`src/verilog/fiir_pkg.sv`:
```
// constants, types and command layout for the fault-injection and id register bank
package fiir_pkg;

    // command codes
    localparam logic [7:0]  FIIR_CMD_FAULT_INJ  = 8'hF1;
    localparam logic [7:0]  FIIR_CMD_ID_WORD    = 8'hFC;
    localparam logic [7:0]  FIIR_CMD_ID_BLOCK   = 8'hFD;

    // answer lengths in bytes
    localparam logic [2:0]  FIIR_LEN_WORD       = 3'h2;
    localparam logic [2:0]  FIIR_LEN_BLOCK      = 3'h6;

    // fault_injection_control bit positions
    localparam int          FIIR_FAULT_HOLD_BIT = 15;
    localparam int          FIIR_OVT_F_BIT      = 14;
    localparam int          FIIR_OC_F_BIT       = 12;
    localparam int          FIIR_IN_LOCK_BIT    = 11;
    localparam int          FIIR_IN_OV_F_BIT    = 10;
    localparam int          FIIR_OUT_UV_F_BIT   = 9;
    localparam int          FIIR_OUT_OV_F_BIT   = 8;
    localparam int          FIIR_WARN_HOLD_BIT  = 7;
    localparam int          FIIR_OC_W_BIT       = 4;
    localparam int          FIIR_IN_UV_W_BIT    = 3;
    localparam int          FIIR_OUT_UV_W_BIT   = 1;
    localparam int          FIIR_OUT_OV_W_BIT   = 0;

    // injection bits cleared by a fault or a warning response, and the reserved bits
    localparam logic [15:0] FIIR_FAULT_INJ_MASK = 16'h5F00;
    localparam logic [15:0] FIIR_WARN_INJ_MASK  = 16'h001B;
    localparam logic [15:0] FIIR_RSVD_MASK      = 16'h2064;

    // reset values: fault half is zero, warning half is a default setting
    localparam logic [7:0]  FIIR_FAULT_RST      = 8'h00;
    localparam logic [7:0]  FIIR_WARN_RST_DFLT  = 8'h00;

    // id values, arbitrary neutral codes
    localparam logic [15:0] FIIR_ID_WORD_DFLT   = 16'h1234;
    localparam logic [47:0] FIIR_ID_BLOCK_DFLT  = 48'hA5A5_0102_0304;

    // detectors that an injection may trip while conversion is off
    localparam logic [9:0]  FIIR_DET_ALWAYS     = 10'h090;

    typedef enum logic [3:0]
    {
        FIIR_WR_WORD  = 4'h1,
        FIIR_RD_WORD  = 4'h2,
        FIIR_WR_BLOCK = 4'h4,
        FIIR_RD_BLOCK = 4'h8
    } fiir_kind_t;

    // detector outputs, msb first
    typedef struct packed
    {
        logic ovt_f;
        logic oc_f;
        logic in_lockout;
        logic in_ov_f;
        logic out_uv_f;
        logic out_ov_f;
        logic oc_w;
        logic in_uv_w;
        logic out_uv_w;
        logic out_ov_w;
    } fiir_det_t;

    typedef struct packed
    {
        logic       valid;
        fiir_kind_t kind;
        logic [7:0] code;
        logic [15:0] data;
    } fiir_cmd_t;

    typedef struct packed
    {
        logic        ack;
        logic        hit;
        logic        cml;
        logic [2:0]  len;
        logic [47:0] data;
    } fiir_rsp_t;

endpackage

```
`src/verilog/fiir_sync2.sv`:
```
// two-flop synchroniser for asynchronous detector levels
`timescale 1ns/1ps
module fiir_sync2
#(
    parameter int WIDTH = 10
)
(
    input  wire logic             i_clk_sys,
    input  wire logic             i_rst,
    input  wire logic [WIDTH-1:0] i_async,
    output logic      [WIDTH-1:0] o_sync
);

    logic [WIDTH-1:0] meta_r;
    logic [WIDTH-1:0] sync_r;

    always_ff @(posedge i_clk_sys)
    begin
        if (i_rst)
        begin
            meta_r <= '0;
            sync_r <= '0;
        end
        else
        begin
            meta_r <= i_async;
            sync_r <= meta_r;
        end
    end

    assign o_sync = sync_r;

endmodule

```
`src/verilog/fiir_force_cell.sv`:
```
// one detector output: real trip or gated injection
`timescale 1ns/1ps
module fiir_force_cell
#(
    parameter bit ALWAYS_OK = 1'b0
)
(
    input  wire logic i_clk_sys,
    input  wire logic i_rst,
    input  wire logic i_raw,
    input  wire logic i_inject,
    input  wire logic i_conv_en,
    output logic      o_force
);

    logic force_r;

    // injection forces the detector output while i_conv_en or ALWAYS_OK is set, real trips pass unchanged
    always_ff @(posedge i_clk_sys)
    begin
        if (i_rst)
            force_r <= 1'b0;
        else
            force_r <= i_raw | (i_inject & (ALWAYS_OK | i_conv_en));
    end

    assign o_force = force_r;

endmodule

```
`src/verilog/fiir_regs.sv`:
```
// fault-injection control register, id registers and forced detector outputs
`timescale 1ns/1ps
module fiir_regs
    import fiir_pkg::*;
#(
    parameter logic [7:0]  WARN_RST = fiir_pkg::FIIR_WARN_RST_DFLT,
    parameter logic [15:0] ID_WORD  = fiir_pkg::FIIR_ID_WORD_DFLT,
    parameter logic [47:0] ID_BLOCK = fiir_pkg::FIIR_ID_BLOCK_DFLT
)
(
    input  wire logic                i_clk_sys,
    input  wire logic                i_rst,
    input  wire fiir_pkg::fiir_cmd_t i_cmd,
    input  wire logic                i_conv_en,
    input  wire logic                i_fault_resp,
    input  wire logic                i_warn_resp,
    input  wire fiir_pkg::fiir_det_t i_det_raw,
    output fiir_pkg::fiir_det_t      o_det,
    output fiir_pkg::fiir_rsp_t      o_rsp,
    output logic [15:0]              o_inject_ctrl
);
    import fiir_pkg::*;

    logic [15:0] fault_injection_control_r;
    logic [15:0] fault_injection_control_nxt;
    fiir_rsp_t   rsp_r;
    fiir_rsp_t   rsp_nxt;
    fiir_det_t   det_sync;
    fiir_det_t   inject_vec;
    fiir_det_t   det_force;
    logic        wr_ctrl;
    logic        is_ours;
    logic        kind_ok;

    // comparators are asynchronous to this clock
    fiir_sync2
    #(
        .WIDTH    ($bits(fiir_det_t))
    )
    u_det_sync
    (
        .i_clk_sys(i_clk_sys),
        .i_rst    (i_rst),
        .i_async  (i_det_raw),
        .o_sync   (det_sync)
    );

    assign wr_ctrl = i_cmd.valid && (i_cmd.kind == FIIR_WR_WORD) && (i_cmd.code == FIIR_CMD_FAULT_INJ);

    // register update: a write wins over a response clear
    always_comb
    begin
        fault_injection_control_nxt = fault_injection_control_r;
        if (i_fault_resp && !fault_injection_control_r[FIIR_FAULT_HOLD_BIT])
            fault_injection_control_nxt = fault_injection_control_nxt & ~FIIR_FAULT_INJ_MASK;
        if (i_warn_resp && !fault_injection_control_r[FIIR_WARN_HOLD_BIT])
            fault_injection_control_nxt = fault_injection_control_nxt & ~FIIR_WARN_INJ_MASK;
        if (wr_ctrl)
            fault_injection_control_nxt = i_cmd.data;
    end

    always_ff @(posedge i_clk_sys)
    begin
        if (i_rst)
            fault_injection_control_r <= {FIIR_FAULT_RST, WARN_RST};
        else
            fault_injection_control_r <= fault_injection_control_nxt;
    end

    // reserved bits are not mapped onto any detector
    always_comb
    begin
        inject_vec            = '0;
        inject_vec.ovt_f      = fault_injection_control_r[FIIR_OVT_F_BIT];
        inject_vec.oc_f       = fault_injection_control_r[FIIR_OC_F_BIT];
        inject_vec.in_lockout = fault_injection_control_r[FIIR_IN_LOCK_BIT];
        inject_vec.in_ov_f    = fault_injection_control_r[FIIR_IN_OV_F_BIT];
        inject_vec.out_uv_f   = fault_injection_control_r[FIIR_OUT_UV_F_BIT];
        inject_vec.out_ov_f   = fault_injection_control_r[FIIR_OUT_OV_F_BIT];
        inject_vec.oc_w       = fault_injection_control_r[FIIR_OC_W_BIT];
        inject_vec.in_uv_w    = fault_injection_control_r[FIIR_IN_UV_W_BIT];
        inject_vec.out_uv_w   = fault_injection_control_r[FIIR_OUT_UV_W_BIT];
        inject_vec.out_ov_w   = fault_injection_control_r[FIIR_OUT_OV_W_BIT];
    end

    // one cell per detector, gated by conversion enable where required
    for (genvar g = 0; g < $bits(fiir_det_t); g++)
    begin : g_cell
        fiir_force_cell
        #(
            .ALWAYS_OK(FIIR_DET_ALWAYS[g])
        )
        u_cell
        (
            .i_clk_sys(i_clk_sys),
            .i_rst    (i_rst),
            .i_raw    (det_sync[g]),
            .i_inject (inject_vec[g]),
            .i_conv_en(i_conv_en),
            .o_force  (det_force[g])
        );
    end

    // command decode and answer
    always_comb
    begin
        is_ours = (i_cmd.code == FIIR_CMD_FAULT_INJ) || (i_cmd.code == FIIR_CMD_ID_WORD)
                  || (i_cmd.code == FIIR_CMD_ID_BLOCK);
        unique case (i_cmd.code)
            FIIR_CMD_ID_BLOCK:
                kind_ok = (i_cmd.kind == FIIR_WR_BLOCK) || (i_cmd.kind == FIIR_RD_BLOCK);
            default:
                kind_ok = (i_cmd.kind == FIIR_WR_WORD) || (i_cmd.kind == FIIR_RD_WORD);
        endcase
        rsp_nxt      = '0;
        rsp_nxt.ack  = i_cmd.valid && is_ours;
        rsp_nxt.hit  = i_cmd.valid && is_ours && kind_ok;
        // only a wrong transaction type is a communication error
        rsp_nxt.cml  = i_cmd.valid && is_ours && !kind_ok;
        if (i_cmd.valid && is_ours && kind_ok)
        begin
            unique case (i_cmd.code)
                FIIR_CMD_ID_WORD:
                begin
                    rsp_nxt.len  = FIIR_LEN_WORD;
                    rsp_nxt.data = {32'h0000_0000, ID_WORD};
                end
                FIIR_CMD_ID_BLOCK:
                begin
                    rsp_nxt.len  = FIIR_LEN_BLOCK;
                    rsp_nxt.data = ID_BLOCK;
                end
                default:
                begin
                    rsp_nxt.len  = FIIR_LEN_WORD;
                    rsp_nxt.data = {32'h0000_0000, fault_injection_control_r};
                end
            endcase
        end
    end

    always_ff @(posedge i_clk_sys)
    begin
        if (i_rst)
            rsp_r <= '0;
        else
            rsp_r <= rsp_nxt;
    end

    assign o_rsp         = rsp_r;
    assign o_det         = det_force;
    assign o_inject_ctrl = fault_injection_control_r;

    logic id_wr;
    assign id_wr = i_cmd.valid && ((i_cmd.code == FIIR_CMD_ID_WORD && i_cmd.kind == FIIR_WR_WORD)
                   || (i_cmd.code == FIIR_CMD_ID_BLOCK && i_cmd.kind == FIIR_WR_BLOCK));
endmodule

```
`config.mk`:
```
export PLATFORM = sky130hd
export DESIGN_NAME = fiir_regs
export DESIGN_NICKNAME = d
export VERILOG_FILES = /design/src/verilog/fiir_pkg.sv /design/src/verilog/fiir_sync2.sv /design/src/verilog/fiir_force_cell.sv /design/src/verilog/fiir_regs.sv
export SDC_FILE = /design/constraint.sdc
export NUM_CORES = 1
export LEC_CHECK = 0
export BUFFER_PORTS_ARGS = -buffer_cell sky130_fd_sc_hd__buf_4
export CAP_MARGIN = 20
export CORE_MARGIN = 2
export CORE_UTILIZATION = 45
export CTS_BUF_LIST = sky130_fd_sc_hd__clkbuf_16
export DETAILED_ROUTE_END_ITERATION = 12
export PLACE_DENSITY = 0.79
export SLEW_MARGIN = 20
export SYNTH_ARGS = -nofsm -noshare
export SYNTH_HDL_FRONTEND = slang
export SYNTH_SLANG_ARGS = --single-unit
```
`constraint.sdc`:
```
create_clock -name i_clk_sys -period 2.19 [get_ports i_clk_sys]
set_input_delay 0.219 -clock i_clk_sys [delete_from_list [all_inputs] [get_ports i_clk_sys]]
set_output_delay 0.219 -clock i_clk_sys [all_outputs]
set_load 0.03 [all_outputs]
```
* After elaboration in Yosys (flattened, before gate mapping) *
Cells that the tools add are included.
W data, S select, Z words.

cells by class
  equal/unequal tests = 7
  muxes and demuxes = 5
  bitwise operators = 19
  reduce and logical (&&, ||, !) cells = 16

operator list
  cell                  number
  $pmux W51 S2          1
  $eq A8 B8 Y1 const B  3
  $mux W16              1
  $mux W15              1
  $or A1 B1 Y1          10
  $and A1 B1 Y1         8
  $logic_and A1 B1 Y1   7
  $mux W5               1
  $eq A4 B1 Y1 const B  1
  $eq A4 B2 Y1 const B  1
  $eq A4 B3 Y1 const B  1
  $eq A4 B4 Y1 const B  1
  $logic_or A1 B1 Y1    4
  $logic_not A1 Y1      3
  $reduce_bool A2 Y1    1
  $reduce_or A2 Y1      1
  $mux W1               1
  $not A1 Y1            1

storage, ports and cells
  flip-flop bits (word level) = 100
  bits of input ports = 44
  output and inout bits = 80
  word-level logic and storage cells = 66

* Longest topological paths before layout *
  word-level depth = 7
  depth in mapped cells = 6
  gate-level depth less buffers = 4

* Hierarchy *
Synthesis repeated with hierarchy kept, for this count alone.

second synthesis, totals
  cells, all modules = 239
  area, all modules = 2,496.1 um^2

modules (own cells, without submodules)
  module                                  times used  cells an instance  area each (um^2)  sequential area each (um^2)
  fiir_regs                               1           169                1,587.8           740.7
  fiir_sync2                              1           42                 618.1             400.4
  fiir_force_cell (g_cell[0].u_cell ...)  8           3                  28.8              20.0
  fiir_force_cell (g_cell[4].u_cell ...)  2           2                  30.0              20.0

* Least setup slack after synthesis *
No wires, ideal clock.

  kind = input-to-reg
  start = input i_cmd[25] (netlist bit)
  end = register fault_injection_control_r[0] (netlist: o_inject_ctrl[0])
  library setup time = 0.132 ns
  data arrival time = 1.567 ns
  required time = 2.058 ns
  path slack = 0.491 ns
  stages = 6
  buffers on the path = 2
  cells stage by stage = or4b_4 -> or4_4 -> buf_6 -> buf_8 -> nand3_1 -> a21oi_1

on the way
  cells in the longest elaborated chain, start to end = 4
  elaborated cells between the ends (all ways) = 5
  those cells by class = 1 x eq/ne; 1 x mux; 3 x reduce/logical

ends and longest elaborated chain
  item                                                   line             text
  start, declared                                        fiir_regs.sv:13  input wire fiir_pkg::fiir_cmd_t i_cmd,
  $eq A4 B1 Y1 (*)                                       --
  $logic_and A1 B1 Y1 (*) (2 in a row)                   fiir_regs.sv:48  assign wr_ctrl = i_cmd.valid && (i_cmd.kind == FIIR_WR_WORD) && (i_cmd.code == FIIR_CMD_FAULT_INJ);
  $mux W16 / $reduce_bool A2 Y1 (equally long branches)  --
  end signal, assigned                                   fiir_regs.sv:65  fault_injection_control_r <= {FIIR_FAULT_RST, WARN_RST};
  end signal, assigned                                   fiir_regs.sv:67  fault_injection_control_r <= fault_injection_control_nxt;
  end, declared                                          fiir_regs.sv:24  logic [15:0] fault_injection_control_r;

Mark *: on every way between the ends. The rest lies on a longest branch, timed or not.
A chain may end at the register's enable or synchronous reset.

* Final worst setup path *
  start = input i_cmd[19] (netlist bit)
  end = register rsp_r (netlist bit o_rsp[11])

on the way
  cells in the longest elaborated chain, start to end = 7
  elaborated cells between the ends (all ways) = 11
  those cells by class = 3 x eq/ne; 2 x mux; 1 x bitwise; 5 x reduce/logical

ends and longest elaborated chain
  item                               line                                text
  $eq A8 B8 Y1 (on tied branches)    fiir_regs.sv:107, fiir_regs.sv:122
  $logic_or A1 B1 Y1                 fiir_regs.sv:107                    is_ours = (i_cmd.code == FIIR_CMD_FAULT_INJ) || (i_cmd.code == FIIR_CMD_ID_WORD)
  $logic_or A1 B1 Y1                 fiir_regs.sv:108                    || (i_cmd.code == FIIR_CMD_ID_BLOCK);
  $logic_and A1 B1 Y1 (2 in a row)   fiir_regs.sv:120                    if (i_cmd.valid && is_ours && kind_ok)
  $not A1 Y1 (no source line)        --
  $reduce_or A2 Y1 (no source line)  --
  end signal, assigned               fiir_regs.sv:147                    rsp_r <= rsp_nxt;
  end, declared                      fiir_regs.sv:26                     fiir_rsp_t rsp_r;

Parallel ways exist; a longest one is shown, timed or not.

==> reports/metrics.csv <==
metric,value,unit
post-route fraction of the period consumed by the critical path,76.74,%
count of input and output buffers,100,
run status,"complete, no violations",
CTS tree,done,
leak pwr,1.565,nW
Chip Width,79.46,µm
DP Worst Slack,224.8,ps
count of non-filler cells in the finished layout,414,
setup repair after global routing missed its margin,no,
number of global-route vias before repair,1755,
vias post-DR,1883,
Cells after Synth,266,
maximum resistive drop on vdd,0.0005436,V
switching portion of total power,20.47,%
worst hold start,i_det_raw[2],
clk buf depth,2,
RD Place Congestion,0.8001,
final hold violations,0,
residual antenna-violating net count after detailed routing,0,
class of the worst hold path,in -> reg,
Via density,4.548,
die outline height,79.46,µm
residual DRC count,0,
die area,6314,µm²
Mapped Avg Cell Area,9.633,µm²
filler cell count in the final layout,493,
number of buffers created by CTS,9,
core area,5507,µm²
number of instances in the placed design,398,
maximum clock frequency,0.5951,GHz
pin count of the biggest net entering global routing,47,
wire length of the first global-routing pass,8231,µm
count of clock tree sinks,67,
Crit Reg-Reg Endpoint,o_inject_ctrl[1],
reg2reg path depth,3,
count of maximum capacitance violations,0,
instance area after placement,3034,µm²
total standard cell area after synthesis,2562,µm²
FP Rows,27,
fin area,3374,µm²
post-layout worst setup margin,509.5,ps
largest fanout on the critical path,14,
part of the power in the clock network,52.9,%
Congestion Overflow GR,0,
total of flip-flops plus latches after synthesis,67,
cell-internal power,2.425,mW
Worst slew margin,63.00,%
average wire length per cell after detail routing,12.98,µm
power density relative to cell area,903.7,nW/µm²
Comb pwr share,6.2,%
Crit Reg-Reg Startpoint,o_inject_ctrl[7],
total power after layout,3.050,mW
hold buffer count at cts,0,
share of layout cells above drive strength 1,37.13,%
area grow syn2layout,31.69,%
internal reg-to-reg setup slack,1180,ps
worst-case hold path end point,u_det_sync.meta_r[2],
post-route setup TNS,0,ps
minimum clock period after layout,1681,ps
WS Path Type,in -> reg,
final count of negative-setup-slack endpoints,0,
net switching power of the design,624.1,µW
total half-perimeter wirelength after legalization and detailed placement,3843,µm
Layout Skew,5.805,ps
kind of capture point of the worst setup path,flip-flop,
clock root buffer master,sky130_fd_sc_hd__clkbuf_16,
global router's overall resource usage,17.42,%
pin slew with the least headroom to its limit,550.7,ps
required time at the endpoint of the critical path,2450,ps
critical path data arrival time,1940,ps
count of warnings emitted by yosys,0,
initial antenna violation count,0,
depth of the CTS H-tree,3,
IO Pins,124,
buffers inserted during post-CTS setup optimization,0,
clock latency at the later pin of the worst-skew pair,330,ps
sequential-to-total area share from yosys stat,52.34,%
Worst Hold Margin,100.8,ps
layout net count,381,
post-synth cell types,35,
final cell utilization of the core,61.28,%
CTS clock-pin slew for the worst setup and hold paths,60,ps
sequential power share,40.9,%
first-pass detailed-route iteration total,4,
"most common cell after layout, fill and taps aside",sky130_fd_sc_hd__buf_4,
"leading cell types in the layout, fill and taps excluded","sky130_fd_sc_hd__buf_4 (102), sky130_fd_sc_hd__dfxtp_1 (67), sky130_fd_sc_hd__a21oi_1 (27), sky130_fd_sc_hd__nand2_1 (24), sky130_fd_sc_hd__conb_1 (23)",
final max-slew violation count,0,
DRC marker count from the first detailed-route iteration,91,
number of cells on the worst hold path,2,
Setup crit start kind,input pin,
number of diodes added for antenna fixing,0,
initial cell density of the core,46.53,%
# resized after CTS,0,
sum of routed wire length over all layers,5374,µm
worst max-delay path: stages:
cell and delay (ps):
sky130_fd_sc_hd__buf_4 120, sky130_fd_sc_hd__or3b_4 420, sky130_fd_sc_hd__a2111o_1 490, sky130_fd_sc_hd__a21oi_2 450, sky130_fd_sc_hd__and3_1 250
power by group through the flow:
| stage | Combinational (mW) | Sequential [mW] | Clock [mW] |
|---|---|---|---|
| after global routing | 0.203 | 1.25 | 1.69 |
| final | 0.189 | 1.25 | 1.61 |
| after floorplan | 0.147 | 1.27 | 0 |
| after global placement | 0.185 | 1.27 | 0 |
| after detailed placement | 0.187 | 1.27 | 0 |
| after CTS | 0.188 | 1.25 | 1.64 |
worst max-delay path by stage:
| stage | from | to | slack (ps) |
|---|---|---|---|
| finish | i_cmd[19] | o_rsp[11] | 510 |
| global placement | i_cmd[19] | o_rsp[10] | 310 |
| detailed placement | i_cmd[19] | o_rsp[10] | 220 |
| global route | i_cmd[19] | o_rsp[11] | 410 |
| CTS | i_cmd[19] | o_rsp[11] | 530 |
| floorplan | i_cmd[25] | o_inject_ctrl[0] | 490 |
sequential cells by signal, summed over array words and instances, names as in the netlist:
signal / cells
g_cell.u_cell.o_force: 10
o_inject_ctrl: 16
o_rsp: 21
u_det_sync.meta_r: 10
u_det_sync.o_sync: 10
final cells by class:
cell class              count  area [µm²]  area share, %
inverters                   2       7.507         0.2225
clock inverters             7       115.1          3.411
flip-flops and latches     67        1341          39.75
repair buffers            102       765.7          22.69
multi-input cells         155       829.5          24.58
well taps                  72       90.09          2.670
clock buffers               9       225.2          6.674
cell families (layout without fill, tap and decap cells):
family | count (synthesis) | count (layout) | synth area share (%)
AND/OR/NAND/NOR | 95 | 95 | 20.51
flip-flops | 67 | 67 | 52.34
buffers and inverters | 66 | 120 | 18.51
AO/OA/AOI/OAI | 35 | 35 | 7.813
XOR/XNOR | 2 | 2 | 0.6837
other | 1 | 23 | 0.1463
synth_stat cells (all sizes together):
master | instances | area (µm²)
xnor2 | 1 | 8.760
o21a | 5 | 37.54
or3 | 2 | 13.77
a2111o | 1 | 11.26
and3 | 10 | 62.56
buf | 59 | 447.9
nor2 | 14 | 52.55
clkbuf | 5 | 18.77
xor2 | 1 | 8.760
a21oi | 28 | 143.9
nor3 | 2 | 10.01
dfxtp | 67 | 1341
nand3 | 12 | 65.06
nand2 | 24 | 90.09
a21o | 1 | 7.510
inv | 2 | 7.500
or2b | 1 | 8.760
or3b | 1 | 11.26
nand2b | 2 | 12.51
nor2b | 21 | 131.4
conb | 1 | 3.750
nand4 | 1 | 6.260
or4 | 2 | 20.02
or4b | 1 | 13.76
nor4 | 2 | 27.53
routing by layer:
metal	vias to the layer above	part of all wire, %	GRT usage, %
li1	941	-	-
met5	-	0	0
met3	17	8.1	5.656
met2	95	47	28.49
met4	0	4.1	12.24
met1	830	41	18.97
(Power assumes the default switching activity.)
